## config.mk

```make
export PLATFORM = sky130hd
export DESIGN_NAME = arr_top
export DESIGN_NICKNAME = d
export VERILOG_FILES = /design/src/arr_pkg.sv /design/src/arr_top.sv /design/src/arr_slot.sv
export SDC_FILE = /design/constraint.sdc
export NUM_CORES = 1
export LEC_CHECK = 0
export BUFFER_PORTS_ARGS = -buffer_cell sky130_fd_sc_hd__buf_2
export CORE_MARGIN = 1
export CORE_UTILIZATION = 54
export CTS_CLUSTER_SIZE = 12
export DETAILED_ROUTE_END_ITERATION = 16
export GPL_ROUTABILITY_DRIVEN = 0
export HOLD_SLACK_MARGIN = 0.06
export PLACE_DENSITY_LB_ADDON = 0.2
export SLEW_MARGIN = 20
export SYNTH_ARGS = -nofsm -noshare
export SYNTH_HDL_FRONTEND = slang
export SYNTH_SLANG_ARGS = --single-unit
```

## constraint.sdc

```tcl
create_clock -name mclk_i -period 2.5 [get_ports mclk_i]
set_input_delay 0.25 -clock mclk_i [delete_from_list [all_inputs] [get_ports mclk_i]]
set_output_delay 0.25 -clock mclk_i [all_outputs]
set_load 0.02 [all_outputs]
```

## src/arr_pkg.sv

```systemverilog
// arr_pkg: shared constants and carrier types of the adc result registers
// assumes: 32-bit register bus, one aligned word per register
package arr_pkg;

  // ------------------------------------------------------------------
  // sizes
  // ------------------------------------------------------------------
  localparam int unsigned ARR_NUM_RES = 3;
  localparam int unsigned ARR_RES_W = 10;
  localparam int unsigned ARR_DATA_W = 32;
  localparam int unsigned ARR_ADDR_W = 12;
  localparam int unsigned ARR_IRQ_W = 2 * ARR_NUM_RES;

  // ------------------------------------------------------------------
  // register byte offsets
  // ------------------------------------------------------------------
  localparam logic [11:0] ARR_OFS_RESULT_ONE = 12'h000;
  localparam logic [11:0] ARR_OFS_RESULT_TWO = 12'h004;
  localparam logic [11:0] ARR_OFS_RESULT_THREE = 12'h008;
  localparam logic [11:0] ARR_OFS_IRQ_STATUS = 12'h00c;
  localparam logic [11:0] ARR_OFS_IRQ_MASK = 12'h010;

  // ------------------------------------------------------------------
  // field positions of a result register
  // ------------------------------------------------------------------
  localparam int unsigned ARR_RES_LSB = 6;
  localparam int unsigned ARR_RES_MSB = 15;
  localparam int unsigned ARR_OVR_BIT = 1;
  localparam int unsigned ARR_STORED_BIT = 0;

  // irq layout: stored events in low half, overrun events in high half
  localparam int unsigned ARR_IRQ_STORED_LSB = 0;
  localparam int unsigned ARR_IRQ_OVR_LSB = ARR_NUM_RES;

  // ------------------------------------------------------------------
  // reset values
  // ------------------------------------------------------------------
  localparam logic [31:0] ARR_RST_RESULT = 32'h0000_0000;
  localparam logic [5:0] ARR_RST_IRQ = 6'h00;

  // ------------------------------------------------------------------
  // carriers and state
  // ------------------------------------------------------------------
  typedef enum logic [2:0] {
    ARR_SEL_RES0,
    ARR_SEL_RES1,
    ARR_SEL_RES2,
    ARR_SEL_STATUS,
    ARR_SEL_MASK,
    ARR_SEL_NONE
  } arr_sel_e;

  typedef struct packed {
    logic [9:0] value;
    logic overrun;
    logic stored;
  } arr_slot_s;

  typedef struct packed {
    logic ack;
    logic slverr;
    logic [31:0] rdata;
    logic [5:0] irq_status;
    logic [5:0] irq_mask;
  } arr_top_s;

endpackage

```

## src/arr_top.sv

```systemverilog
// arr_top: three adc result registers behind an apb slave, with interrupts
// assumes: sequencer store strobes and data are synchronous to mclk_i
//
// The APB slave port and the address map were chosen for this implementation.
`timescale 1ns/1ps
`default_nettype none
module arr_top
  import arr_pkg::*;
#(
  parameter int unsigned NUM_RES = ARR_NUM_RES
) (
  input wire logic mclk_i,
  input wire logic rst_i,
  // apb slave
  input wire logic psel_i,
  input wire logic penable_i,
  input wire logic pwrite_i,
  input wire logic [11:0] paddr_i,
  input wire logic [31:0] pwdata_i,
  output logic [31:0] prdata_o,
  output logic pready_o,
  output logic pslverr_o,
  // converter sequencer side
  input wire logic [2:0] store_i,
  input wire logic [9:0] store_data_i,
  // interrupt
  output logic irq_o
);

  // ------------------------------------------------------------------
  // decode
  // ------------------------------------------------------------------
  function automatic arr_sel_e sel_of(input logic [11:0] addr);
    arr_sel_e s;
    case (addr)
      ARR_OFS_RESULT_ONE: s = ARR_SEL_RES0;
      ARR_OFS_RESULT_TWO: s = ARR_SEL_RES1;
      ARR_OFS_RESULT_THREE: s = ARR_SEL_RES2;
      ARR_OFS_IRQ_STATUS: s = ARR_SEL_STATUS;
      ARR_OFS_IRQ_MASK: s = ARR_SEL_MASK;
      default: s = ARR_SEL_NONE;
    endcase
    return s;
  endfunction

  // packs one holder into its register word; unused bits stay zero
  function automatic logic [31:0] word_of(input arr_slot_s s);
    logic [31:0] w;
    w = ARR_RST_RESULT;
    w[ARR_RES_MSB:ARR_RES_LSB] = s.value;
    w[ARR_OVR_BIT] = s.overrun;
    w[ARR_STORED_BIT] = s.stored;
    return w;
  endfunction

  // ------------------------------------------------------------------
  // state and holders
  // ------------------------------------------------------------------
  arr_top_s q, d;
  arr_slot_s slot [NUM_RES];
  logic [NUM_RES-1:0] rd_clr;
  logic [NUM_RES-1:0] store_evt;
  logic [NUM_RES-1:0] ovr_evt;
  arr_sel_e sel;
  logic rd_edge;
  logic wr_edge;
  logic [2*NUM_RES-1:0] evt_vec;

  assign sel = sel_of(paddr_i);
  // read clears and read capture happen on the first access edge (writes land on the second, with pready),
  // so the word returned is exactly the word that the clear acts on
  assign rd_edge = psel_i && penable_i && !q.ack && !pwrite_i;
  assign wr_edge = psel_i && penable_i && q.ack && pwrite_i;
  // stored events in the low half, overrun events in the high half
  assign evt_vec = {ovr_evt, store_evt};

  genvar gi;
  generate
    for (gi = 0; gi < NUM_RES; gi++) begin : g_slot
      assign rd_clr[gi] = rd_edge && (sel == arr_sel_e'(gi));
      arr_slot u_slot (
        .mclk_i(mclk_i),
        .rst_i(rst_i),
        .store_i(store_i[gi]),
        .data_i(store_data_i),
        .rd_clr_i(rd_clr[gi]),
        .slot_o(slot[gi]),
        .store_evt_o(store_evt[gi]),
        .ovr_evt_o(ovr_evt[gi])
      );
    end
  endgenerate

  // ------------------------------------------------------------------
  // bus and interrupt next state
  // ------------------------------------------------------------------
  always_comb begin
    d = q;
    d.ack = psel_i && penable_i && !q.ack;
    if (rd_edge || (psel_i && penable_i && !q.ack)) begin
      d.slverr = (sel == ARR_SEL_NONE);
      d.rdata = '0;
    end
    if (rd_edge) begin
      case (sel)
        ARR_SEL_RES0: d.rdata = word_of(slot[0]);
        ARR_SEL_RES1: d.rdata = word_of(slot[1]);
        ARR_SEL_RES2: d.rdata = word_of(slot[2]);
        ARR_SEL_STATUS: d.rdata = {26'h0, q.irq_status};
        ARR_SEL_MASK: d.rdata = {26'h0, q.irq_mask};
        default: d.rdata = '0;
      endcase
    end
    // result and status words ignore writes
    if (wr_edge && (sel == ARR_SEL_MASK)) begin
      d.irq_mask = pwdata_i[5:0];
    end
    // a status read clears, but a same-cycle event still lands
    if (rd_edge && (sel == ARR_SEL_STATUS)) begin
      d.irq_status = '0;
    end
    d.irq_status = d.irq_status | evt_vec;
  end

  always_ff @(posedge mclk_i) begin
    if (rst_i) begin
      q <= '0;
    end else begin
      q <= d;
    end
  end

  // ------------------------------------------------------------------
  // outputs
  // ------------------------------------------------------------------
  assign prdata_o = q.rdata;
  assign pready_o = q.ack;
  assign pslverr_o = q.ack && q.slverr;
  assign irq_o = |(q.irq_status & q.irq_mask);

  // ------------------------------------------------------------------
  // checks
  // ------------------------------------------------------------------
  property p_res_zero_bits;
    @(posedge mclk_i) disable iff (rst_i)
    (rd_edge && (sel inside {ARR_SEL_RES0, ARR_SEL_RES1, ARR_SEL_RES2}))
      |=> (prdata_o[31:16] == 16'h0000) && (prdata_o[5:2] == 4'h0);
  endproperty
  a_res_zero_bits: assert property (p_res_zero_bits)
    else $error("reserved result bits not zero");

  property p_res_write_ignored;
    @(posedge mclk_i) disable iff (rst_i)
    (wr_edge && (sel == ARR_SEL_RES0) && !store_i[0])
      |=> $stable(slot[0].value);
  endproperty
  a_res_write_ignored: assert property (p_res_write_ignored)
    else $error("write changed a result");

  property p_read_returns_old;
    @(posedge mclk_i) disable iff (rst_i)
    (rd_edge && (sel == ARR_SEL_RES1))
      |=> (prdata_o[ARR_RES_MSB:ARR_RES_LSB] == $past(slot[1].value))
        && (prdata_o[ARR_OVR_BIT] == $past(slot[1].overrun))
        && pready_o;
  endproperty
  a_read_returns_old: assert property (p_read_returns_old)
    else $error("read word not the pre-clear value");

  property p_one_wait;
    @(posedge mclk_i) disable iff (rst_i)
    (psel_i && !penable_i) ##1 (psel_i && penable_i)
      |-> !pready_o ##1 pready_o;
  endproperty
  a_one_wait: assert property (p_one_wait)
    else $error("pready timing wrong");

  // a mask write in the same edge may legally switch the source off
  property p_irq_store;
    @(posedge mclk_i) disable iff (rst_i)
    (store_i[2] && q.irq_mask[ARR_IRQ_STORED_LSB + 2]
      && !(wr_edge && (sel == ARR_SEL_MASK))) |=> irq_o;
  endproperty
  a_irq_store: assert property (p_irq_store)
    else $error("store event did not raise irq");

  // ------------------------------------------------------------------
  // bus answer checks
  // ------------------------------------------------------------------
  // pready is a one-cycle answer; a longer one would end the next
  // transfer before its own access phase
  property p_ready_pulse;
    @(posedge mclk_i) disable iff (rst_i)
    pready_o |=> !pready_o;
  endproperty
  a_ready_pulse: assert property (p_ready_pulse)
    else $error("pready held longer than one cycle");

  property p_ready_needs_sel;
    @(posedge mclk_i) disable iff (rst_i)
    !(psel_i && penable_i) |=> !pready_o;
  endproperty
  a_ready_needs_sel: assert property (p_ready_needs_sel)
    else $error("pready without an access phase");

  property p_err_unmapped;
    @(posedge mclk_i) disable iff (rst_i)
    (psel_i && penable_i && !pready_o && (sel == ARR_SEL_NONE))
      |=> pslverr_o && (prdata_o == 32'h0000_0000);
  endproperty
  a_err_unmapped: assert property (p_err_unmapped)
    else $error("unmapped access not refused");

  // writes to the read-only words are dropped quietly, with no error
  property p_err_mapped;
    @(posedge mclk_i) disable iff (rst_i)
    (psel_i && penable_i && !pready_o && (sel != ARR_SEL_NONE))
      |=> pready_o && !pslverr_o;
  endproperty
  a_err_mapped: assert property (p_err_mapped)
    else $error("mapped access answered with an error");

  // software may take prdata late, so it holds between transfers
  property p_rdata_hold;
    @(posedge mclk_i) disable iff (rst_i)
    !(psel_i && penable_i && !pready_o) |=> $stable(prdata_o);
  endproperty
  a_rdata_hold: assert property (p_rdata_hold)
    else $error("read data changed outside a capture");

  // ------------------------------------------------------------------
  // holder checks
  // ------------------------------------------------------------------
  // every holder returns the word as it stood before its clear
  for (gi = 0; gi < NUM_RES; gi++) begin : g_chk
    property p_read_word;
      @(posedge mclk_i) disable iff (rst_i)
      rd_clr[gi]
        |=> (prdata_o[ARR_RES_MSB:ARR_RES_LSB] == $past(slot[gi].value))
          && (prdata_o[ARR_OVR_BIT] == $past(slot[gi].overrun))
          && (prdata_o[ARR_STORED_BIT] == $past(slot[gi].stored));
    endproperty
    a_read_word: assert property (p_read_word)
      else $error("result word not returned before the clear");

    property p_write_dropped;
      @(posedge mclk_i) disable iff (rst_i)
      (wr_edge && (sel == arr_sel_e'(gi)) && !store_i[gi])
        |=> $stable(slot[gi]);
    endproperty
    a_write_dropped: assert property (p_write_dropped)
      else $error("write changed a result holder");
  end

  // ------------------------------------------------------------------
  // interrupt checks
  // ------------------------------------------------------------------
  property p_status_sets;
    @(posedge mclk_i) disable iff (rst_i)
    (|evt_vec) |=> ((q.irq_status & $past(evt_vec)) == $past(evt_vec));
  endproperty
  a_status_sets: assert property (p_status_sets)
    else $error("event did not set its status bit");

  property p_status_clear;
    @(posedge mclk_i) disable iff (rst_i)
    (rd_edge && (sel == ARR_SEL_STATUS) && !(|evt_vec))
      |=> (q.irq_status == ARR_RST_IRQ);
  endproperty
  a_status_clear: assert property (p_status_clear)
    else $error("status read did not clear");

  property p_status_hold;
    @(posedge mclk_i) disable iff (rst_i)
    !(rd_edge && (sel == ARR_SEL_STATUS)) && !(|evt_vec)
      |=> $stable(q.irq_status);
  endproperty
  a_status_hold: assert property (p_status_hold)
    else $error("status changed without event or read");

  property p_mask_write;
    @(posedge mclk_i) disable iff (rst_i)
    (wr_edge && (sel == ARR_SEL_MASK))
      |=> (q.irq_mask == $past(pwdata_i[5:0]));
  endproperty
  a_mask_write: assert property (p_mask_write)
    else $error("mask write not taken");

  property p_mask_hold;
    @(posedge mclk_i) disable iff (rst_i)
    !(wr_edge && (sel == ARR_SEL_MASK)) |=> $stable(q.irq_mask);
  endproperty
  a_mask_hold: assert property (p_mask_hold)
    else $error("mask changed without a write");

  c_res_read: cover property (@(posedge mclk_i) disable iff (rst_i)
    rd_clr[0] && slot[0].overrun);
  c_irq: cover property (@(posedge mclk_i) disable iff (rst_i)
    $rose(irq_o));
  c_unmapped: cover property (@(posedge mclk_i) disable iff (rst_i)
    pslverr_o);

endmodule // arr_top
`default_nettype wire

```

## src/arr_slot.sv

```systemverilog
// arr_slot: one conversion result holder with stored and overrun flags
// assumes: store and read-clear strobes are one-cycle pulses on mclk_i
`timescale 1ns/1ps
`default_nettype none
module arr_slot
  import arr_pkg::*;
(
  input wire logic mclk_i,
  input wire logic rst_i,
  input wire logic store_i,
  input wire logic [9:0] data_i,
  input wire logic rd_clr_i,
  output arr_slot_s slot_o,
  output logic store_evt_o,
  output logic ovr_evt_o
);

  arr_slot_s q, d;

  // ------------------------------------------------------------------
  // next state
  // ------------------------------------------------------------------
  always_comb begin
    d = q;
    // a read in the same cycle takes the old value, so no overrun then
    ovr_evt_o = store_i && q.stored && !rd_clr_i;
    store_evt_o = store_i;
    if (rd_clr_i) begin
      d.stored = 1'b0;
      d.overrun = 1'b0;
    end
    if (store_i) begin
      d.value = data_i;
      d.stored = 1'b1;
    end
    if (ovr_evt_o) begin
      d.overrun = 1'b1;
    end
  end

  always_ff @(posedge mclk_i) begin
    if (rst_i) begin
      q <= '0;
    end else begin
      q <= d;
    end
  end

  assign slot_o = q;

  // ------------------------------------------------------------------
  // checks
  // ------------------------------------------------------------------
  property p_value_upd;
    @(posedge mclk_i) disable iff (rst_i)
    store_i |=> (q.value == $past(data_i));
  endproperty
  a_value_upd: assert property (p_value_upd)
    else $error("result not taken on store");

  property p_value_hold;
    @(posedge mclk_i) disable iff (rst_i)
    !store_i |=> $stable(q.value);
  endproperty
  a_value_hold: assert property (p_value_hold)
    else $error("result changed without store");

  property p_ovr_set;
    @(posedge mclk_i) disable iff (rst_i)
    (store_i && q.stored && !rd_clr_i) |=> q.overrun;
  endproperty
  a_ovr_set: assert property (p_ovr_set)
    else $error("overrun not flagged");

  property p_ovr_cause;
    @(posedge mclk_i) disable iff (rst_i)
    $rose(q.overrun) |-> $past(q.stored) && $past(store_i);
  endproperty
  a_ovr_cause: assert property (p_ovr_cause)
    else $error("overrun set without a lost result");

  property p_ovr_clr;
    @(posedge mclk_i) disable iff (rst_i)
    (rd_clr_i && !store_i) |=> !q.overrun && !q.stored;
  endproperty
  a_ovr_clr: assert property (p_ovr_clr)
    else $error("read did not clear flags");

  property p_stored_set;
    @(posedge mclk_i) disable iff (rst_i)
    store_i |=> q.stored;
  endproperty
  a_stored_set: assert property (p_stored_set)
    else $error("stored flag not set");

  property p_stored_cause;
    @(posedge mclk_i) disable iff (rst_i)
    $rose(q.stored) |-> $past(store_i);
  endproperty
  a_stored_cause: assert property (p_stored_cause)
    else $error("stored flag set without store");

  c_overrun: cover property (@(posedge mclk_i) disable iff (rst_i)
    $rose(q.overrun));

endmodule // arr_slot
`default_nettype wire

```

==> results.toml <==
[global_routing]
grt_pass1_wl_mm = 9.425
gr-usage-all-layers_pct = 22.88
grtUsageMet2_pct = 38.14
globalRouteMet1Util_pct = 27.73
grt_max_degree = 50
overflow = 0
grt.busiest_layer = "met2"
grt_pass1_vias = 1953
antenna_found_initial = 0
met3_usage_pct = 6.233

[clocking]
numCtsBuffers = 9
htreeDepth = 3
clock_latency_ns = 0.33
cts_resized = 0
clockBufferDepth = 2
root_buffer = "clkbuf_8"
post_cts_buffers = 0
cts_hold_buf = 0
clock_sinks = 66
cts_tree = "yes"
clk_pin_slew_ns = 0.07

[detailed_routing]
vias = 2126
drtAntennaViolNets = 0
first_iter_violations = 195
routed_wl_mm = 5.858
via_per_inst = 5.369
routedWlPerCell_microns = 14.79
first_pass_iters = 4
drc = 0

[sta]
min_period_over_period_pct = 77.98
worst_pin_slew_ns = 0.6809
slew_viol_final = 0
fin_skew_ns = 0.005885
fin_crit_ns = 1.949
slew_headroom_pct = 54.61
setup_tns_ns = 0
rsz0062_at_grt = "false"
final_hold_viol_count = 0
fmax_ghz = 0.5130
setup_viol = 0

[die]
die_h_microns = 74.61
initial_core_util_pct = 55.73
die_area_sq_um = 5566
core_area_sq_um = 5107
fp.dieW_microns = 74.61
io_pins = 97
rows = 26

[setup_path]
reg2regPathDepth = 4
crit_buf_inv = 0
rr_startpoint = "pready_o"
critPathRequiredTime_ns = 2.76
crit_path_max_incr_delay_ns = 0.82
start_kind = "flip-flop"
worst_setup_path_end_kind = "flip-flop"
crit_fanout = 16
cp_slowest_cell = "or4b_1"
r2r-end = "prdata_o[13]"
crit_chain = "and4bb_1 -> nand3_1 -> or4b_1 -> o2bb2ai_1"
r2r_slack_ns = 0.55
critical-path-top-delay-family = "simple AND/OR/NAND/NOR gates"
arrival_ns = 2.21
crit_type = "flip-flop to flip-flop"

[placed_design]
detailed_place_hpwl_mm = 3.771
numPortBuffers = 54
dp.cells = 381

[final_layout]
drive_above_1_share_pct = 25.77
final_common_cell = "dfxtp_1"
nNetsFinal = 384
syn2layout_area_growth_pct = 11.91
stdcell_count = 396
final_cell_mix = "66 x dfxtp_1, 54 x buf_2, 51 x nor2_1"
antenna_cells = 0

[synthesis]
syn-cell-area_sq_um = 2846
synth_ff_type = "dfxtp_1"
synth_edf_count = 0
synthCells = 286
ys_types = 32
synth-seq-cells = 66
avgSynthCellArea_sq_um = 9.953
ys_seq_area_share_pct = 46.42
yosysWarnings = 0
async_flop_share_pct = 0

[power]
power_per_cell_area_nw_per_um2 = 657.6
p_leak_nw = 1.421
totalPowerFinal_w = 0.002095
ir_drop_mv = 0.3960

[hold_path]
min_to = "pready_o"
min_path_type = "input port to flip-flop"
worstHoldStart = "rst_i"
whs_path_depth = 2

[flow_run]
cap_violations = 0

[outcome]
status = "complete, no violations"
## layer usage
layer | share of wire [%] | up-vias
met5 | 0 | -
met4 | 1.5 | 0
met3 | 4.2 | 8
met2 | 48 | 51
met1 | 46 | 1001
li1 | - | 1066
## synth_stat cells, types with 3 or more instances
master      n  area [sq um]
and2_1      4         25.02
dfxtp_1    66          1321
mux2i_1    36         360.4
nor2_1     51         191.4
a21oi_1    10         50.05
o2bb2ai_1  16         140.1
a222oi_1   10         100.1
a22oi_1     7         52.55
clkbuf_1   17         63.81
nand2_1     3         11.26
a32oi_1     3         26.28
buf_4      32         240.2
nand4_1     5         31.28
## cell type report
type | count | area (sq um)
Tap cell | 70 | 87.58
Clock buffer | 12 | 155.1
Clock inverter | 3 | 15.01
Timing Repair Buffer | 62 | 330.3
Sequential cell | 66 | 1321
Multi-Input combinational cell | 183 | 1276
Fill cell | 461 | 1922
## where the power goes
group,switching (W),internal [W]
combinational,0.000119,0.0000778
sequential,0.0000256,0.00110
clock,0.000373,0.000404
## worst max path at each step
stage                         from            to  slack [ns]  cells past startpoint
after floorplan           pready_o   prdata_o[2]        0.74                      6
after global placement    pwrite_i   prdata_o[9]        0.57                      5
after detailed placement  pwrite_i  prdata_o[13]        0.55                      5
after CTS                 pready_o   prdata_o[6]        0.57                      4
after global routing      pready_o   prdata_o[7]        0.42                      4
final                     pready_o  prdata_o[13]        0.55                      4
## worst reg2reg max path, stage by stage, from the launching register on
cell       delay (ns)
dfxtp_1          0.34
and4bb_1         0.37
nand3_1          0.10
or4b_1           0.82
o2bb2ai_1        0.26
## flip-flops by register name (all words and copies together), names as in the netlist
register,flops
prdata_o,16
q,13
g_slot.u_slot.slot_o,36
pready_o,1
## cell families (layout without fill, tap and decap cells)
kind of cell	after synthesis	after routing	share of synthesized area, %
AND/OR/NAND/NOR	78	78	14.46
buffers and inverters	52	77	11.16
multiplexers	38	38	13.45
flip-flops	66	66	46.42
other	1	16	0.1317
AO/OA/AOI/OAI	51	51	14.37
## stage by stage
stage          hold slack (ns)  setup WS (ns)  util (%)  instance area (sq um)
3_3_place_gp            0.4439         0.5667     59.04                   3015
2_1_floorplan           0.3939         0.7351         -                   2903
6_report                0.1212         0.5505     62.37                   3186
3_5_place_dp            0.4415         0.5452     59.04                   3015
4_1_cts                 0.1091         0.5654     62.37                   3186
5_1_grt                 0.1230         0.4170     62.37                   3186
No activity file was read; power rests on OpenSTA's default activity.
